File: src/tsc_pkg.sv
// Shared constants and types of the timer status and count block
package tsc_pkg;

    // Register indices; byte address is four times the index
    localparam logic [7:0] TSC_IDX_CTRL = 8'h00;
    localparam logic [7:0] TSC_IDX_CMD = 8'h05;
    localparam logic [7:0] TSC_IDX_INT_MASK = 8'h0d;
    localparam logic [7:0] TSC_IDX_INT_FLAG = 8'h0e;
    localparam logic [7:0] TSC_IDX_STATUS = 8'h0f;
    localparam logic [7:0] TSC_IDX_COUNT = 8'h10;

    // Control fields
    localparam int TSC_CTRL_EN_BIT = 0;
    localparam int TSC_CTRL_MODE16_BIT = 1;
    localparam int TSC_CTRL_SINGLE_BIT = 2;
    localparam int TSC_CTRL_DOWN_BIT = 3;
    localparam logic [3:0] TSC_CTRL_RST = 4'h0;

    // Command codes in bits 1:0 of the command register
    localparam logic [1:0] TSC_CMD_RETRIG = 2'h1;
    localparam logic [1:0] TSC_CMD_STOP = 2'h2;

    // Status fields
    localparam int TSC_ST_SYNC_BIT = 7;
    localparam int TSC_ST_UPPER_BIT = 4;
    localparam int TSC_ST_HALT_BIT = 3;
    localparam logic [7:0] TSC_STATUS_RST = 8'h08;

    // Interrupt flag and mask fields
    localparam int TSC_INT_OVF_BIT = 0;
    localparam int TSC_INT_SYNCRDY_BIT = 1;
    localparam logic [1:0] TSC_INT_RST = 2'h0;

    // Counter value
    localparam logic [15:0] TSC_COUNT_RST = 16'h0000;
    localparam logic [15:0] TSC_TOP_8BIT = 16'h00ff;
    localparam logic [15:0] TSC_TOP_16BIT = 16'hffff;

    // Counter domain rate in bus clocks per tick, and crossing length in counter ticks
    localparam logic [3:0] TSC_CNT_DIV = 4'h4;
    localparam logic [2:0] TSC_SYNC_TICKS = 3'h2;

    typedef enum logic [1:0] {
        TSC_KIND_CTRL = 2'b00,
        TSC_KIND_COUNT_WR = 2'b01,
        TSC_KIND_CMD = 2'b10,
        TSC_KIND_COUNT_RD = 2'b11
    } tsc_kind_t;

    typedef enum logic [1:0] {
        TSC_SYNC_IDLE = 2'b00,
        TSC_SYNC_WAIT = 2'b01,
        TSC_SYNC_DONE = 2'b10
    } tsc_sync_state_t;

endpackage

File: src/tsc_sync_if.sv
// Request and completion signals of the domain crossing engine
`timescale 1ns/1ps
interface tsc_sync_if
    import tsc_pkg::*;
();
    logic start;
    tsc_kind_t kind;
    logic [15:0] wdata;
    logic busy;
    logic done;
    tsc_kind_t done_kind;
    logic [15:0] done_data;

    modport requester (
        output start, kind, wdata,
        input busy, done, done_kind, done_data
    );

    modport engine (
        input start, kind, wdata,
        output busy, done, done_kind, done_data
    );
endinterface

File: src/tsc_sync_engine.sv
// Carries one register transfer into the counter domain
`timescale 1ns/1ps
module tsc_sync_engine
    import tsc_pkg::*;
(
    input wire logic pclk,
    input wire logic presetn,
    input wire logic cnt_tick,
    tsc_sync_if.engine sif
);

    tsc_sync_state_t state_ff;
    logic [2:0] ticks_ff;
    tsc_kind_t kind_ff;
    logic [15:0] data_ff;

    // Transfer sequencing
    always_ff @(posedge pclk or negedge presetn) begin
        if (!presetn) begin
            state_ff <= TSC_SYNC_IDLE;
            ticks_ff <= 3'h0;
        end else begin
            unique case (state_ff)
                TSC_SYNC_IDLE: begin
                    ticks_ff <= 3'h0;
                    if (sif.start) begin
                        state_ff <= TSC_SYNC_WAIT;
                    end
                end
                TSC_SYNC_WAIT: begin
                    if (cnt_tick) begin
                        ticks_ff <= ticks_ff + 3'h1;
                        if (ticks_ff == TSC_SYNC_TICKS - 3'h1) begin
                            state_ff <= TSC_SYNC_DONE;
                        end
                    end
                end
                TSC_SYNC_DONE: begin
                    state_ff <= TSC_SYNC_IDLE;
                end
                default: begin
                    state_ff <= TSC_SYNC_IDLE;
                end
            endcase
        end
    end

    // Request payload held for the whole transfer
    always_ff @(posedge pclk or negedge presetn) begin
        if (!presetn) begin
            kind_ff <= TSC_KIND_CTRL;
            data_ff <= 16'h0000;
        end else if (state_ff == TSC_SYNC_IDLE && sif.start) begin
            kind_ff <= sif.kind;
            data_ff <= sif.wdata;
        end
    end

    assign sif.busy = (state_ff != TSC_SYNC_IDLE);
    assign sif.done = (state_ff == TSC_SYNC_DONE);
    assign sif.done_kind = kind_ff;
    assign sif.done_data = data_ff;

endmodule // tsc_sync_engine

File: src/tsc_timer_status_count.sv
// APB timer unit with status flags and synchronized counter value
//
// Added by the designer: the APB slave port.
`timescale 1ns/1ps
// Summary of operation
// Sync-in-progress bit 7 sets when transfer starts
// Sync-in-progress clears when transfer finishes
// Chained upper flag bit 4 tracks 32-bit pair
// Halted bit 3 on disable, stop, single-pass wrap
// 8-bit count in bits 7:0 at 0x10
// 16-bit count uses bits 15:8 as well
// Count access synchronized; guarded writes are blocked
// Halted clears when counting resumes
module tsc_timer_status_count
    import tsc_pkg::*;
(
    input wire logic pclk,
    input wire logic presetn,
    input wire logic psel,
    input wire logic penable,
    input wire logic pwrite,
    input wire logic [11:0] paddr,
    input wire logic [31:0] pwdata,
    output logic [31:0] prdata,
    output logic pready,
    output logic pslverr,
    input wire logic peripheral_write_guard,
    input wire logic chain_upper_unit,
    input wire logic pair_lower_is_32bit,
    output logic irq
);

    // True when the bus address selects the given register index
    function automatic logic reg_hit(input logic [11:0] addr,
                                     input logic [7:0] idx);
        reg_hit = (addr[1:0] == 2'h0) && (addr[11:10] == 2'h0)
                  && (addr[9:2] == idx);
    endfunction

    // Wrap value of the counter in the selected width
    function automatic logic [15:0] count_top(input logic mode16);
        count_top = mode16 ? TSC_TOP_16BIT : TSC_TOP_8BIT;
    endfunction

    tsc_sync_if sif ();

    logic [3:0] div_ff;
    logic cnt_tick;
    logic [3:0] ctrl_shadow_ff;
    logic ctrl_en_ff;
    logic mode16_ff;
    logic single_ff;
    logic down_ff;
    logic [15:0] count_ff;
    logic halted_ff;
    logic [1:0] int_flag_ff;
    logic [1:0] int_mask_ff;
    logic irq_ff;
    logic [31:0] prdata_ff;
    logic rd_launched_ff;
    logic rd_ready_ff;

    logic setup;
    logic access;
    logic hit_ctrl;
    logic hit_cmd;
    logic hit_mask;
    logic hit_flag;
    logic hit_status;
    logic hit_count;
    logic mapped;
    logic guarded_wr;
    logic sync_wr;
    logic sync_rd;
    logic start;
    logic running;
    logic at_wrap;
    logic wrap_evt;
    logic apply_ctrl;
    logic apply_cnt;
    logic apply_cmd;
    logic [15:0] sync_data;
    logic [7:0] status_val;
    logic flag_wr;

    // Counter domain rate: one enable pulse every few bus clocks
    always_ff @(posedge pclk or negedge presetn) begin
        if (!presetn) begin
            div_ff <= 4'h0;
        end else if (div_ff == TSC_CNT_DIV - 4'h1) begin
            div_ff <= 4'h0;
        end else begin
            div_ff <= div_ff + 4'h1;
        end
    end

    assign cnt_tick = (div_ff == TSC_CNT_DIV - 4'h1);

    tsc_sync_engine u_sync (
        .pclk(pclk),
        .presetn(presetn),
        .cnt_tick(cnt_tick),
        .sif(sif)
    );

    // Bus decode
    assign setup = psel && !penable;
    assign access = psel && penable;
    assign hit_ctrl = reg_hit(paddr, TSC_IDX_CTRL);
    assign hit_cmd = reg_hit(paddr, TSC_IDX_CMD);
    assign hit_mask = reg_hit(paddr, TSC_IDX_INT_MASK);
    assign hit_flag = reg_hit(paddr, TSC_IDX_INT_FLAG);
    assign hit_status = reg_hit(paddr, TSC_IDX_STATUS);
    assign hit_count = reg_hit(paddr, TSC_IDX_COUNT);
    assign mapped = hit_ctrl || hit_cmd || hit_mask || hit_flag
                    || hit_status || hit_count;

    // Writes to writable registers are refused under the guard
    assign guarded_wr = access && pwrite && peripheral_write_guard
                        && (hit_ctrl || hit_cmd || hit_mask || hit_flag
                            || hit_count);

    // Control, command and count writes cross into the counter domain
    assign sync_wr = access && pwrite && !peripheral_write_guard
                     && (hit_ctrl || hit_cmd || hit_count);
    assign sync_rd = access && !pwrite && hit_count;

    // A new transfer waits until the previous one has finished
    assign start = !sif.busy && (sync_wr
                   || (sync_rd && !rd_launched_ff && !rd_ready_ff));

    assign sif.start = start;
    assign sif.wdata = pwdata[15:0];

    always_comb begin
        if (!pwrite) begin
            sif.kind = TSC_KIND_COUNT_RD;
        end else if (hit_ctrl) begin
            sif.kind = TSC_KIND_CTRL;
        end else if (hit_cmd) begin
            sif.kind = TSC_KIND_CMD;
        end else begin
            sif.kind = TSC_KIND_COUNT_WR;
        end
    end

    // Bus answer
    always_comb begin
        if (!access) begin
            pready = 1'b0;
        end else if (sync_wr) begin
            pready = start;
        end else if (sync_rd) begin
            pready = rd_ready_ff;
        end else begin
            pready = 1'b1;
        end
    end

    assign pslverr = access && pready && (!mapped || guarded_wr);

    // Transfer results applied in the counter domain
    assign sync_data = sif.done_data;
    assign apply_ctrl = sif.done && (sif.done_kind == TSC_KIND_CTRL);
    assign apply_cnt = sif.done && (sif.done_kind == TSC_KIND_COUNT_WR);
    assign apply_cmd = sif.done && (sif.done_kind == TSC_KIND_CMD);

    // Control value as software wrote it
    always_ff @(posedge pclk or negedge presetn) begin
        if (!presetn) begin
            ctrl_shadow_ff <= TSC_CTRL_RST;
        end else if (sync_wr && start && hit_ctrl) begin
            ctrl_shadow_ff <= pwdata[3:0];
        end
    end

    // Control value in effect in the counter domain
    always_ff @(posedge pclk or negedge presetn) begin
        if (!presetn) begin
            ctrl_en_ff <= TSC_CTRL_RST[TSC_CTRL_EN_BIT];
            mode16_ff <= TSC_CTRL_RST[TSC_CTRL_MODE16_BIT];
            single_ff <= TSC_CTRL_RST[TSC_CTRL_SINGLE_BIT];
            down_ff <= TSC_CTRL_RST[TSC_CTRL_DOWN_BIT];
        end else if (apply_ctrl) begin
            ctrl_en_ff <= sync_data[TSC_CTRL_EN_BIT];
            mode16_ff <= sync_data[TSC_CTRL_MODE16_BIT];
            single_ff <= sync_data[TSC_CTRL_SINGLE_BIT];
            down_ff <= sync_data[TSC_CTRL_DOWN_BIT];
        end
    end

    // Counting engine
    assign running = ctrl_en_ff && !halted_ff;
    assign at_wrap = down_ff ? (count_ff == 16'h0000)
                             : (count_ff == count_top(mode16_ff));
    assign wrap_evt = cnt_tick && running && at_wrap && !sif.done;

    always_ff @(posedge pclk or negedge presetn) begin
        if (!presetn) begin
            count_ff <= TSC_COUNT_RST;
        end else if (apply_cnt) begin
            if (mode16_ff) begin
                count_ff <= sync_data;
            end else begin
                count_ff <= {8'h00, sync_data[7:0]};
            end
        end else if (apply_cmd && sync_data[1:0] == TSC_CMD_RETRIG) begin
            count_ff <= down_ff ? count_top(mode16_ff) : TSC_COUNT_RST;
        end else if (apply_ctrl && !sync_data[TSC_CTRL_MODE16_BIT]) begin
            count_ff <= {8'h00, count_ff[7:0]};
        end else if (cnt_tick && running) begin
            if (at_wrap) begin
                count_ff <= down_ff ? count_top(mode16_ff) : 16'h0000;
            end else if (down_ff) begin
                count_ff <= count_ff - 16'h0001;
            end else begin
                count_ff <= count_ff + 16'h0001;
            end
        end
    end

    // Stopped state of the counter
    always_ff @(posedge pclk or negedge presetn) begin
        if (!presetn) begin
            halted_ff <= TSC_STATUS_RST[TSC_ST_HALT_BIT];
        end else if (apply_ctrl) begin
            if (!sync_data[TSC_CTRL_EN_BIT]) begin
                halted_ff <= 1'b1;
            end else if (!ctrl_en_ff) begin
                halted_ff <= 1'b0;
            end
        end else if (apply_cmd) begin
            if (sync_data[1:0] == TSC_CMD_STOP) begin
                halted_ff <= 1'b1;
            end else if (sync_data[1:0] == TSC_CMD_RETRIG) begin
                halted_ff <= !ctrl_en_ff;
            end
        end else if (wrap_evt && single_ff) begin
            halted_ff <= 1'b1;
        end
    end

    // Status register view
    always_comb begin
        status_val = 8'h00;
        status_val[TSC_ST_SYNC_BIT] = sif.busy;
        status_val[TSC_ST_UPPER_BIT] = chain_upper_unit
                                       && pair_lower_is_32bit;
        status_val[TSC_ST_HALT_BIT] = halted_ff;
    end

    // Interrupt flags: set wins over a write-one clear
    assign flag_wr = access && pwrite && hit_flag && !peripheral_write_guard;

    always_ff @(posedge pclk or negedge presetn) begin
        if (!presetn) begin
            int_flag_ff <= TSC_INT_RST;
        end else begin
            if (wrap_evt) begin
                int_flag_ff[TSC_INT_OVF_BIT] <= 1'b1;
            end else if (flag_wr && pwdata[TSC_INT_OVF_BIT]) begin
                int_flag_ff[TSC_INT_OVF_BIT] <= 1'b0;
            end
            if (sif.done) begin
                int_flag_ff[TSC_INT_SYNCRDY_BIT] <= 1'b1;
            end else if (flag_wr && pwdata[TSC_INT_SYNCRDY_BIT]) begin
                int_flag_ff[TSC_INT_SYNCRDY_BIT] <= 1'b0;
            end
        end
    end

    always_ff @(posedge pclk or negedge presetn) begin
        if (!presetn) begin
            int_mask_ff <= TSC_INT_RST;
        end else if (access && pwrite && hit_mask
                     && !peripheral_write_guard) begin
            int_mask_ff <= pwdata[1:0];
        end
    end

    always_ff @(posedge pclk or negedge presetn) begin
        if (!presetn) begin
            irq_ff <= 1'b0;
        end else begin
            irq_ff <= |(int_flag_ff & int_mask_ff);
        end
    end

    assign irq = irq_ff;

    // Synchronized count read bookkeeping
    always_ff @(posedge pclk or negedge presetn) begin
        if (!presetn) begin
            rd_launched_ff <= 1'b0;
            rd_ready_ff <= 1'b0;
        end else if (rd_ready_ff && access) begin
            rd_launched_ff <= 1'b0;
            rd_ready_ff <= 1'b0;
        end else if (start && !pwrite) begin
            rd_launched_ff <= 1'b1;
        end else if (rd_launched_ff && sif.done
                     && sif.done_kind == TSC_KIND_COUNT_RD) begin
            rd_ready_ff <= 1'b1;
        end
    end

    // Read data register
    always_ff @(posedge pclk or negedge presetn) begin
        if (!presetn) begin
            prdata_ff <= 32'h0000_0000;
        end else if (rd_launched_ff && sif.done
                     && sif.done_kind == TSC_KIND_COUNT_RD) begin
            prdata_ff <= {16'h0000, count_ff};
        end else if (setup && !pwrite) begin
            if (hit_ctrl) begin
                prdata_ff <= {28'h0000000, ctrl_shadow_ff};
            end else if (hit_mask) begin
                prdata_ff <= {30'h0, int_mask_ff};
            end else if (hit_flag) begin
                prdata_ff <= {30'h0, int_flag_ff};
            end else if (hit_status) begin
                prdata_ff <= {24'h000000, status_val};
            end else begin
                prdata_ff <= 32'h0000_0000;
            end
        end
    end

    assign prdata = prdata_ff;

endmodule // tsc_timer_status_count

File: config.mk
export PLATFORM = sky130hd
export DESIGN_NAME = tsc_timer_status_count
export DESIGN_NICKNAME = d
export VERILOG_FILES = /design/src/tsc_pkg.sv /design/src/tsc_sync_if.sv /design/src/tsc_sync_engine.sv /design/src/tsc_timer_status_count.sv
export SDC_FILE = /design/constraint.sdc
export NUM_CORES = 1
export LEC_CHECK = 0
export ABC_AREA = 1
export BUFFER_PORTS_ARGS = -buffer_cell sky130_fd_sc_hd__buf_2
export CORE_MARGIN = 8
export CORE_UTILIZATION = 45
export CTS_CLUSTER_SIZE = 24
export DETAILED_ROUTE_END_ITERATION = 10
export PLACE_DENSITY_LB_ADDON = 0.1
export SKIP_CTS_REPAIR_TIMING = 1
export SYNTH_ARGS = -nofsm -noshare
export SYNTH_HDL_FRONTEND = slang
export SYNTH_SLANG_ARGS = --single-unit
export TNS_END_PERCENT = 30
File: constraint.sdc
create_clock -name pclk -period 2.65 [get_ports pclk]
set_input_delay 0.1325 -clock pclk [delete_from_list [all_inputs] [get_ports pclk]]
set_output_delay 0.1325 -clock pclk [all_outputs]
set_load 0.02 [all_outputs]
==> Word level (Yosys, flattened, before mapping) <==
Index checks and enable logic that the tools add are counted.
{ "totals": {"regBits": 91, "in_bits": 52, "output_inout_bits": 35, "word_cells": 180} }
{ "op_classes": {"addsub": 4, "eq_ne": 22, "muxes": 45, "bitwise": 1, "reduce_logical": 88} }
{ "ops": {"columns": ["op", "n"], "rows": [
  ["two-way mux 16 bit", 9],
  ["two-way mux 32 bit", 3],
  ["logical AND 1 bit", 46],
  ["equality test 8 x 4 -> 1 bit (second input constant)", 3],
  ["two-way mux 8 bit", 3],
  ["two-way mux 1 bit", 20],
  ["adder 16 x 1 -> 16 bit (second input constant)", 1],
  ["equality test 16 bit", 1],
  ["logical NOT 16 bit", 1],
  ["subtractor 16 x 1 -> 16 bit (second input constant)", 1],
  ["nonzero test 2 bit", 7],
  ["two-way mux 2 bit", 6],
  ["logical NOT 1 bit", 11],
  ["logical OR 1 bit", 9],
  ["equality test 2 bit (second input constant)", 4],
  ["equality test 8 x 3 -> 1 bit (second input constant)", 1],
  ["equality test 8 x 5 -> 1 bit (second input constant)", 1],
  ["logical NOT 2 bit", 4],
  ["logical NOT 8 bit", 1],
  ["equality test 2 x 1 -> 1 bit (second input constant)", 3],
  ["inequality test 2 bit (second input constant)", 3],
  ["inequality test 3 bit (second input constant)", 2],
  ["case mux 3 bit (2 select lines)", 1],
  ["AND reduction 2 bit", 3],
  ["14 further kinds", 16]
]} }

==> Longest topological paths before layout <==
Gate-level depths: netlist (run 1).
{ "depth": {"ltp_word": 12, "ltp_mapped": 14, "ltp_nobuf": 13} }

==> Hierarchy <==
From an unflattened synthesis (run 1), not the netlist that was laid out.
{ "unflattened": {"hier_cells": 717, "hier_area_um2": 5215.0} }
{ "by_module_without_submodules": {"columns": ["mod", "instances", "cells_per_inst", "area_each_um2", "seq_area_each_um2"], "rows": [
  ["tsc_timer_status_count", 1, 609, 4165.2, 1302.5],
  ["tsc_sync_engine", 1, 108, 1049.8, 575.6]
]} }

==> Worst setup path after synthesis (run 1) <==
No wires, ideal clock.
{ "synth_timing": {"path_type": "register -> register", "start": "reg down_ff", "end": "reg count_ff[8]", "setup_ps": 126, "arrival_time_ps": 2084, "required_ps": 2524, "setup_slack_ps": 440, "stages_incl_launch_ff": 14, "path_buffers": 1, "synth_period_minus_slack_ps": 2210, "cell_sequence": "dfrtp_1 -> buf_2 -> inv_1 -> fa_1 -> inv_1 -> nand3_1 -> nand3_1 -> a21oi_1 -> xor2_1 -> nand2_1 -> nand2_1 -> nand3_1 -> nand2_1 -> o21ai_0"} }
{ "synth_between": {"elab_chain_len": 6, "elab_cells_between_ends": 8, "cone_classes": "mux (8)"} }
{ "synth_lines": {"columns": ["item", "line", "source"], "rows": [
  ["start: declaration", "tsc_timer_status_count.sv:53", "logic down_ff;"],
  ["start signal: assignment", "tsc_timer_status_count.sv:183", "down_ff <= TSC_CTRL_RST[TSC_CTRL_DOWN_BIT];"],
  ["start signal: assignment", "tsc_timer_status_count.sv:188", "down_ff <= sync_data[TSC_CTRL_DOWN_BIT];"],
  ["two-way mux 16 bit, or another cell as far along", "tsc_timer_status_count.sv:214", "end else if (down_ff) begin"],
  ["two-way mux 16 bit", "tsc_timer_status_count.sv:212", "if (at_wrap) begin"],
  ["two-way mux 16 bit", "tsc_timer_status_count.sv:211", "end else if (cnt_tick && running) begin"],
  ["two-way mux 16 bit", "tsc_timer_status_count.sv:209", "end else if (apply_ctrl && !sync_data[TSC_CTRL_MODE16_BIT]) begin"],
  ["two-way mux 16 bit (*)", "tsc_timer_status_count.sv:207", "end else if (apply_cmd && sync_data[1:0] == TSC_CMD_RETRIG) begin"],
  ["two-way mux 16 bit (*)", "tsc_timer_status_count.sv:201", "end else if (apply_cnt) begin"],
  ["end signal: assignment", "tsc_timer_status_count.sv:203", "count_ff <= sync_data;"],
  ["end signal: assignment", "tsc_timer_status_count.sv:208", "count_ff <= down_ff ? count_top(mode16_ff) : TSC_COUNT_RST;"],
  ["end signal: assignment", "tsc_timer_status_count.sv:210", "count_ff <= {8'h00, count_ff[7:0]};"],
  ["end: declaration", "tsc_timer_status_count.sv:54", "logic [15:0] count_ff;"]
]} }
Every way passes the cells marked *; elsewhere a longest branch is shown, timed or not. The select of a mux whose other input is x is not followed.
A chain may end at the register's enable or synchronous reset.

==> Worst setup path after layout (run 1) <==
{ "layout_timing": {"start": "reg down_ff", "end": "reg count_ff[9]"} }
The elaborated chain is that of the path after synthesis.

==> results.cfg, run 1 <==
[status]
run_status = finished, violations left
violations = negative hold slack

[timing]
whs_ps = -85.7
fin_crit_sh_pct = 86.5
setup_slack_ps = 357
setup_viol = 0
tns_ps = 0
max_freq_ghz = 0.436
final.setup_skew_ps = 6.99
report.final.slew_viol_count = 0
maxSlewHeadroom_pct = 35.8
worstMarginPinSlew_ps = 964
timing_hold_violations_final = 74
finalCriticalPeriod_ps = 2290
rsz0062_at_grt = no

[synthesis]
syn_area_um2 = 5030
ys_warn_count = 0
synth_top_family_by_area = simple AND/OR/NAND/NOR gates
ys_types = 48
synth_edf_count = 0
netlist_instances = 703
synth_compound_area_share_pct = 13.3
syn_area_per_cell_um2 = 7.16
muxShareOfSynthArea_pct = 0
ys_seq_elements = 75
synth_xor_xnor_area_share_pct = 1.74
synth_ff_type = dfrtp_1
ys_seq_area_share_pct = 37.3
async_flop_share_pct = 100
synthSimpleGateAreaFrac_pct = 31.2
synthAdderAreaFrac_pct = 5.12

[global_route]
grt_overflow = 0
grt_pass1_vias = 4645
grt_pass1_wl_um = 22300
antenna_found_initial = 0
grt.total_usage_pct = 18.6
grt_max_degree = 76

[power_and_ir_drop]
vdd_drop_max_mv = 0.297
p_per_area_nw_per_um2 = 399
p_leak_nw = 3.07

[floorplanning]
num_rows = 38
start_util_pct = 46.2
dieArea_um2 = 14800
core-area_um2 = 10900
die_w_um = 122
ios = 87
dieHeight_um = 122

[route]
ant_nets = 0
vias_per_cell = 5.07
dr.pass1.iters = 4
drt_wl_total_um = 13300
wire_per_inst_um = 14.6
drc = 0
vias = 4603
first_iter_violations = 241

[place]
gp_congestion = 0.832
io_buffers = 54
dp.cells = 891
hpwl_um = 10200
pre_cts_ws_ps = 363

[clocking]
cts_tree = yes
clk_latency_ps = 350
clockRootBuffer = clkbuf_8
cts_buffers = 9
clock-sinks = 75
path_clk_slew_ps = 80
htree_levels = 3
clockBufferDepth = 2

[finish]
final_cells = 907
drive_gt1_share_pct = 14.1
layout.nets = 834
syn_to_final_growth_pct = 11.2
diodes = 0

[worst_setup_path]
end_kind = register
crit_required_ps = 2930
arrival_ps = 2570
path_class = reg -> reg
start_kind = register
ff2ff_setup_slack_ps = 360
cp_max_fo = 7

[hold_path]
hp-class = in -> async

[run]
cap_violations = 0
-- synthesized netlist by cell type (all sizes together), types with 3 or more instances --
cell	instances	area, um2
ha	19	238
a31oi	7	43.8
a21oi	23	119
xor2	8	70.1
o221ai	4	41.3
o21ai	48	274
buf	23	178
a22o	7	61.3
clkbuf	4	15.0
nand4	7	43.8
nand2	216	836
nand3	61	310
nand3b	3	22.5
nor2	62	250
nor3	12	82.6
o211ai	6	45.0
dfrtp	74	1850
o22ai	5	37.5
inv	98	368
-- through the flow --
stage	utilization, %	power [mW]	instance area [um2]	hold slack, ps
6_report	51.4	2.23	5600	-85.7
3_3_place_gp	49.5	1.29	5390	336
3_5_place_dp	49.5	1.29	5390	345
5_1_grt	51.4	2.31	5600	4.19
2_1_floorplan	-	1.25	5090	-163
4_1_cts	51.4	2.26	5600	-53.1
-- kinds of logic (layout without fill, tap and decap cells) --
| group | after synthesis | in the layout |
|---|---|---|
| AO/OA/AOI/OAI | 106 | 106 |
| XOR/XNOR | 10 | 10 |
| adder cells (fa/ha/maj) | 20 | 20 |
| buffers and inverters | 126 | 175 |
| flip-flops | 75 | 75 |
| other | 1 | 16 |
| AND/OR/NAND/NOR | 365 | 365 |
-- routing by layer --
metal	global-route usage, %	vias to the layer above	wire, um
li1	-	2367	-
met1	23.6	2130	6210
met2	31.1	91	6330
met3	3.19	15	496
met4	6.71	0	225
met5	0	-	0
-- report_power, final --
group / leakage (nW) / internal, mW / switching [mW]
registers: 1.03 / 1.15 / 0.00414
clock network: 0.103 / 0.528 / 0.432
logic: 1.94 / 0.0315 / 0.0855
-- worst max-delay path, cell delays in order, from the launching register on --
cell and delay, ps:
dfrtp_1 480, buf_4 210, ha_1 380, or2_2 320, nand3b_1 80, nand2_1 100
nand2_1 110, nand3_1 70, nand3_1 120, nand2_1 70, nand2_1 80, nand2_1 60
a21oi_1 130
-- layout make-up --
cell class	instances	area, um2
sequential	75	1880
clock inverter	5	77.6
multi-input combinational	517	2650
fill	1097	5290
tap	140	175
timing repair buffer	60	318
inverter	99	372
clock buffer	11	131
-- placed cells by master, fill, tap and decap left out, types with 10 or more instances in the layout --
cell type | Yosys | final
nand3_1 | 60 | 60
o21ai_0 | 31 | 31
inv_1 | 92 | 92
nand2_1 | 210 | 210
nor3_1 | 10 | 10
ha_1 | 19 | 19
conb_1 | 1 | 16
a21oi_1 | 22 | 22
dfrtp_1 | 74 | 74
nor2_1 | 57 | 57
buf_2 | 1 | 53
-- path summary, 6_finish.rpt --
kind,from,endpoint,cells past startpoint
worst min register to register,div_ff[0],div_ff[0],1
worst max-delay path,down_ff,count_ff[9],12
worst min-delay path,presetn,ctrl_shadow_ff[0],1
worst max register to register,down_ff,count_ff[9],12
min in group pclk,pwdata[13],u_sync.sif.done_data[13],3
max in group asynchronous,presetn,rd_ready_ff,1
-- state kept, by name (all words and copies together) (netlist names), 2 cells and up --
name / count
count_ff: 16
prdata: 16
u_sync.sif.done_data: 16
ctrl_shadow_ff: 4
div_ff: 4
u_sync.ticks_ff: 3
int_flag_ff: 2
int_mask_ff: 2
u_sync.sif.done_kind: 2
u_sync.state_ff: 2
Note: power is estimated with default switching activity, not from simulation.
==> inputs of run 2 (changes only) <==
--- a/config.mk
+++ b/config.mk
@@ -7,8 +7,10 @@
 export LEC_CHECK = 0
 export ABC_AREA = 1
 export BUFFER_PORTS_ARGS = -buffer_cell sky130_fd_sc_hd__buf_2
+export CELL_PAD_IN_SITES_DETAIL_PLACEMENT = 1
+export CELL_PAD_IN_SITES_GLOBAL_PLACEMENT = 1
 export CORE_MARGIN = 8
-export CORE_UTILIZATION = 45
+export CORE_UTILIZATION = 41
 export CTS_CLUSTER_SIZE = 24
 export DETAILED_ROUTE_END_ITERATION = 10
 export PLACE_DENSITY_LB_ADDON = 0.1
==> run 2 against run 1 <==
  * The flow still finishes with violations (negative hold slack)
  * Sequential cell count unchanged
  * Sequential power about the same
  * Global-route usage is 0.67 points higher
  * First-iteration DRC count fell by 12%
  * Wire length rose by 12%
  * Clock skew about the same
  * Total power increased by 12%
==> results.cfg, run 2 (synthesized netlist as in run 1, its figures left out) <==
[power_and_ir_drop]
vdd_drop_max_mv = 0.302
p_per_area_nw_per_um2 = 436
p_leak_nw = 3.12

[place]
io_buffers = 54
dp.cells = 898
hpwl_um = 11800
gp_congestion = 0.822
pre_cts_ws_ps = 341

[timing]
setup_slack_ps = 289
fin_crit_sh_pct = 89.1
rsz0062_at_grt = no
report.final.slew_viol_count = 0
tns_ps = 0
maxSlewHeadroom_pct = 36.4
timing_hold_violations_final = 74
max_freq_ghz = 0.424
setup_viol = 0
whs_ps = -56.9
worstMarginPinSlew_ps = 954
finalCriticalPeriod_ps = 2360
final.setup_skew_ps = 6.90

[clocking]
clockRootBuffer = clkbuf_16
clk_latency_ps = 330
clockBufferDepth = 2
htree_levels = 3
clock-sinks = 75
cts_tree = yes
path_clk_slew_ps = 60
cts_buffers = 9

[worst_setup_path]
crit_required_ps = 2910
arrival_ps = 2620
cp-startpoint = down_ff
r2r_cells = 13
ff2ff_setup_slack_ps = 290
path_class = reg -> reg
cp_max_fo = 16
crit_end = count_ff[15]
rr_endpoint = count_ff[15]
regToRegStartpoint = down_ff
start_kind = register
end_kind = register

[route]
ant_nets = 0
vias_per_cell = 5.18
wire_per_inst_um = 16.3
first_iter_violations = 213
dr.pass1.iters = 4
drt_wl_total_um = 14900
vias = 4737
drc = 0

[finish]
final_common_cell = nand2_1
final_cells = 914
fillers = 1579
layout.nets = 834
multi_input_area_um2 = 2650
diodes = 0
syn_to_final_growth_pct = 13.4
layout_common_cells = nand2_1, inv_1, dfrtp_1, nand3_1, nor2_1
drive_gt1_share_pct = 14.2
final-seq-area_um2 = 1880

[floorplanning]
ios = 87
die_w_um = 127
dieHeight_um = 127
num_rows = 40
dieArea_um2 = 16100
start_util_pct = 41.9
core-area_um2 = 12000

[global_route]
grt_overflow = 0
grt_max_degree = 76
grt_pass1_vias = 5152
grt_pass1_wl_um = 24900
antenna_found_initial = 0
grt.total_usage_pct = 19.2

[status]
run_status = finished, violations left
violations = negative hold slack

[hold_path]
hp-class = in -> async

[run]
cap_violations = 0
[run 2: power by group]
part           internal, mW  switching (mW)
Combinational        0.0323          0.0884
Sequential             1.15         0.00456
Clock                 0.749           0.463
[run 2: layout make-up]
cell class | instances | share of cell area, %
Multi-Input combinational cell | 517 | 46.4
Sequential cell | 75 | 32.9
Clock inverter | 5 | 0.921
Tap cell | 147 | 3.22
Inverter | 99 | 6.51
Timing Repair Buffer | 60 | 5.79
Clock buffer | 11 | 4.26
[run 2: through the flow]
stage	power, mW	hold slack [ps]	util, %	cell area, um2
floorplan	1.25	-163	-	5090
global placement	1.29	337	45.0	5410
detailed placement	1.30	344	45.0	5410
CTS	2.52	-15.0	47.5	5700
global route	2.57	21.9	47.5	5700
finish	2.49	-56.9	47.5	5700
[run 2: routing by layer]
layer	vias up	share of wire, %	track usage [%]
li1	2368	-	-
met1	2273	46	23.4
met2	83	50	34.1
met3	13	3.0	3.31
met4	0	1.4	5.32
met5	-	0	0
[run 2: how the worst min path moves through the flow]
stage / startpoint / endpoint / slack [ps] / depth (start not counted)
2_1_floorplan: presetn / count_ff[0] / -160 / 0
3_3_place_gp: presetn / ctrl_shadow_ff[1] / 340 / 1
3_5_place_dp: presetn / ctrl_shadow_ff[3] / 340 / 1
4_1_cts: presetn / u_sync.sif.done_data[2] / -10 / 1
5_1_grt: pwdata[11] / u_sync.sif.done_data[11] / 20 / 3
6_report: presetn / prdata[6] / -60 / 1
[run 2: worst max-delay path, stage by stage (launching register included)]
cell and delay (ps):
dfrtp_1 480, buf_12 200, ha_1 370, nand2_1 130, nor2_1 250, and2_1 170
nand2_1 60, nand2_1 60, nand2_1 50, nand3_1 100, nand2_1 70, nand2_1 110
nand2_1 90, a21oi_1 140
==> inputs of run 3 (changes only) <==
--- a/config.mk
+++ b/config.mk
@@ -15,7 +15,9 @@
 export DETAILED_ROUTE_END_ITERATION = 10
 export PLACE_DENSITY_LB_ADDON = 0.1
 export SKIP_CTS_REPAIR_TIMING = 1
+export SLEW_MARGIN = 25
 export SYNTH_ARGS = -nofsm -noshare
 export SYNTH_HDL_FRONTEND = slang
+export SYNTH_HIERARCHICAL = 1
 export SYNTH_SLANG_ARGS = --single-unit
 export TNS_END_PERCENT = 30
==> run 3 against run 2 <==
  * The run now ends clean
  * Wire length grew 1.7%
  * Global-route usage is essentially flat
  * Clock skew grew 1.8 ps
  * Clock-buffer cell count is the same
  * Die area grew 3.2%
  * Core utilization grew 0.061 points
  * Sequential share of layout area shrank 1.4 points
  * Non-clock buffer count grew 4
  * Largest cell class unchanged
==> results.cfg, run 3 <==
[global_route]
grt_overflow = 0
grt_pass1_wl_um = 25400
grt_pass1_vias = 5260
grt.total_usage_pct = 19.2
antenna_found_initial = 0
grt_max_degree = 76

[finish]
final_common_cell = nand2_1
layout.nets = 853
design_area_um2 = 5950
syn_to_final_growth_pct = 14.1
drive_gt1_share_pct = 18.1
layout_common_cells = nand2_1, inv_1, dfrtp_1, buf_2, nor2_1
diodes = 0

[timing]
rsz0062_at_grt = no
final.setup_skew_ps = 8.74
timing_hold_violations_final = 0
report.final.slew_viol_count = 0
max_freq_ghz = 0.442
fin_crit_sh_pct = 85.5
worstMarginPinSlew_ps = 692
finalCriticalPeriod_ps = 2260
tns_ps = 0
setup_viol = 0
maxSlewHeadroom_pct = 53.9

[synthesis]
synth_common_cells = nand2_1, inv_1, dfrtp_1
syn_area_per_cell_um2 = 7.27
ys_warn_count = 6
synth_largest_area_cell = dfrtp_1
synth_top_family_by_area = simple AND/OR/NAND/NOR gates
ys_seq_elements = 75
synthSimpleGateAreaFrac_pct = 31.0
async_flop_share_pct = 100
ys_types = 49
syn_area_um2 = 5220
synth_edf_count = 0
synth_compound_area_share_pct = 14.1
yosysTopAreaCellShare_pct = 35.5
yosys.cell_count.top_type = nand2_1
ys_seq_area_share_pct = 36.0
yosys-top-cells-area = dfrtp_1, nand2_1, inv_1
muxShareOfSynthArea_pct = 0
synthAdderAreaFrac_pct = 4.94
synth_ff_type = dfrtp_1
netlist_instances = 717
synth_xor_xnor_area_share_pct = 1.34

[hold_path]
min_from = pwdata[4]
hp-class = in -> reg
hold_end = u_sync/sif.done_data[4]
hold_depth = 3

[worst_setup_path]
crit_path_frequent_cell = nand3_1
r2r_cells = 13
slowest_delay_ps = 510
cp_max_fo = 7
path_class = reg -> reg
rr_endpoint = count_ff[12]
path_cells = inv_2, fa_1, inv_1, nand3_1, nand3_1, nand3_1, nand3_1, nand2_1, nand3_1, nand2_1, nand2_1, nand2_1, a21oi_1
ff2ff_setup_slack_ps = 390
arrival_ps = 2520
start_kind = register
slowest_stage = fa_1
crit_required_ps = 2900
regToRegStartpoint = down_ff
cp_num_buf_inv = 2
end_kind = register
cp_top_family = simple AND/OR/NAND/NOR gates

[place]
gp_congestion = 0.833
placed_cell_area_um2 = 5620
hpwl_um = 12000
io_buffers = 54

[floorplanning]
ios = 87
core-area_um2 = 12500
die_w_um = 129
num_rows = 41
dieArea_um2 = 16600
dieHeight_um = 129
start_util_pct = 41.7

[power_and_ir_drop]
power_mw = 2.59
p_per_area_nw_per_um2 = 436
vdd_drop_max_mv = 0.247
p_leak_nw = 3.21

[clocking]
clk_latency_ps = 340
htree_levels = 3
clockRootBuffer = clkbuf_16
clock-sinks = 75
cts_tree = yes
clockBufferDepth = 2
path_clk_slew_ps = 60
cts_buffers = 9

[route]
ant_nets = 0
first_iter_violations = 187
dr.pass1.iters = 4
drc = 0
vias = 4783
wire_per_inst_um = 15.8
vias_per_cell = 4.99
drt_wl_total_um = 15100

[run]
cap_violations = 0

[status]
run_status = finished clean
-- run 3: cell count changes in the layout (fill, tap and decap cells not counted), moves of 4 or more --
cell and change:
xor2_1 -4, nor2_1 -5, inv_1 +11, nand3_1 -15, inv_2 +4, o21ai_2 +11, a21boi_0 +4
-- run 3: report_power, final --
part           internal [mW]  leakage [nW]  switching, mW
Combinational         0.0326          2.03         0.0928
Clock                  0.832         0.151          0.482
Sequential              1.15          1.03        0.00285
-- run 3: worst register-to-register path, stage by stage, from the launching register on --
cell	delay (ps)
dfrtp_1	500
inv_2	120
fa_1	510
inv_1	110
nand3_1	70
nand3_1	150
nand3_1	140
nand3_1	90
nand2_1	50
nand3_1	120
nand2_1	80
nand2_1	70
nand2_1	60
a21oi_1	120
-- run 3: cell type report --
type | instances | area [um2]
Clock buffer | 11 | 233
Clock inverter | 5 | 85.1
Fill cell | 1672 | 6570
Inverter | 115 | 435
Multi-Input combinational cell | 516 | 2740
Sequential cell | 75 | 1880
Tap cell | 172 | 215
Timing Repair Buffer | 64 | 367
-- run 3: logic make-up (layout without fill, tap and decap cells) --
logic type / Yosys count / count (layout)
other: 1 / 16
AO/OA/AOI/OAI: 113 / 113
XOR/XNOR: 8 / 8
adder cells (fa/ha/maj): 20 / 20
buffers and inverters: 141 / 195
flip-flops: 75 / 75
AND/OR/NAND/NOR: 359 / 359
-- run 3: worst max-delay path by stage --
stage | startpoint | end | depth (start not counted)
final | down_ff | count_ff[12] | 13
after global routing | down_ff | count_ff[14] | 14
after floorplan | down_ff | count_ff[8] | 12
after detailed placement | paddr[2] | u_sync/sif.done_data[10] | 12
after CTS | down_ff | count_ff[12] | 13
after global placement | paddr[2] | u_sync/sif.done_kind[1] | 12
-- run 3: routing by layer --
metal	global-route usage [%]	routed length, um
met1	22.7	6780
met2	34.7	7630
met3	3.02	420
met4	6.08	270
met5	0	0
-- run 3: per-stage QoR --
step / instances / worst slack, ps / util [%] / hold slack, ps
2_1_floorplan: 732 / 550 / - / -163
3_3_place_gp: 941 / 424 / 44.9 / 342
3_5_place_dp: 941 / 332 / 44.9 / 353
4_1_cts: 957 / 374 / 47.4 / -11.4
5_1_grt: 958 / 211 / 47.6 / 37.0
6_report: 958 / 385 / 47.6 / 36.5
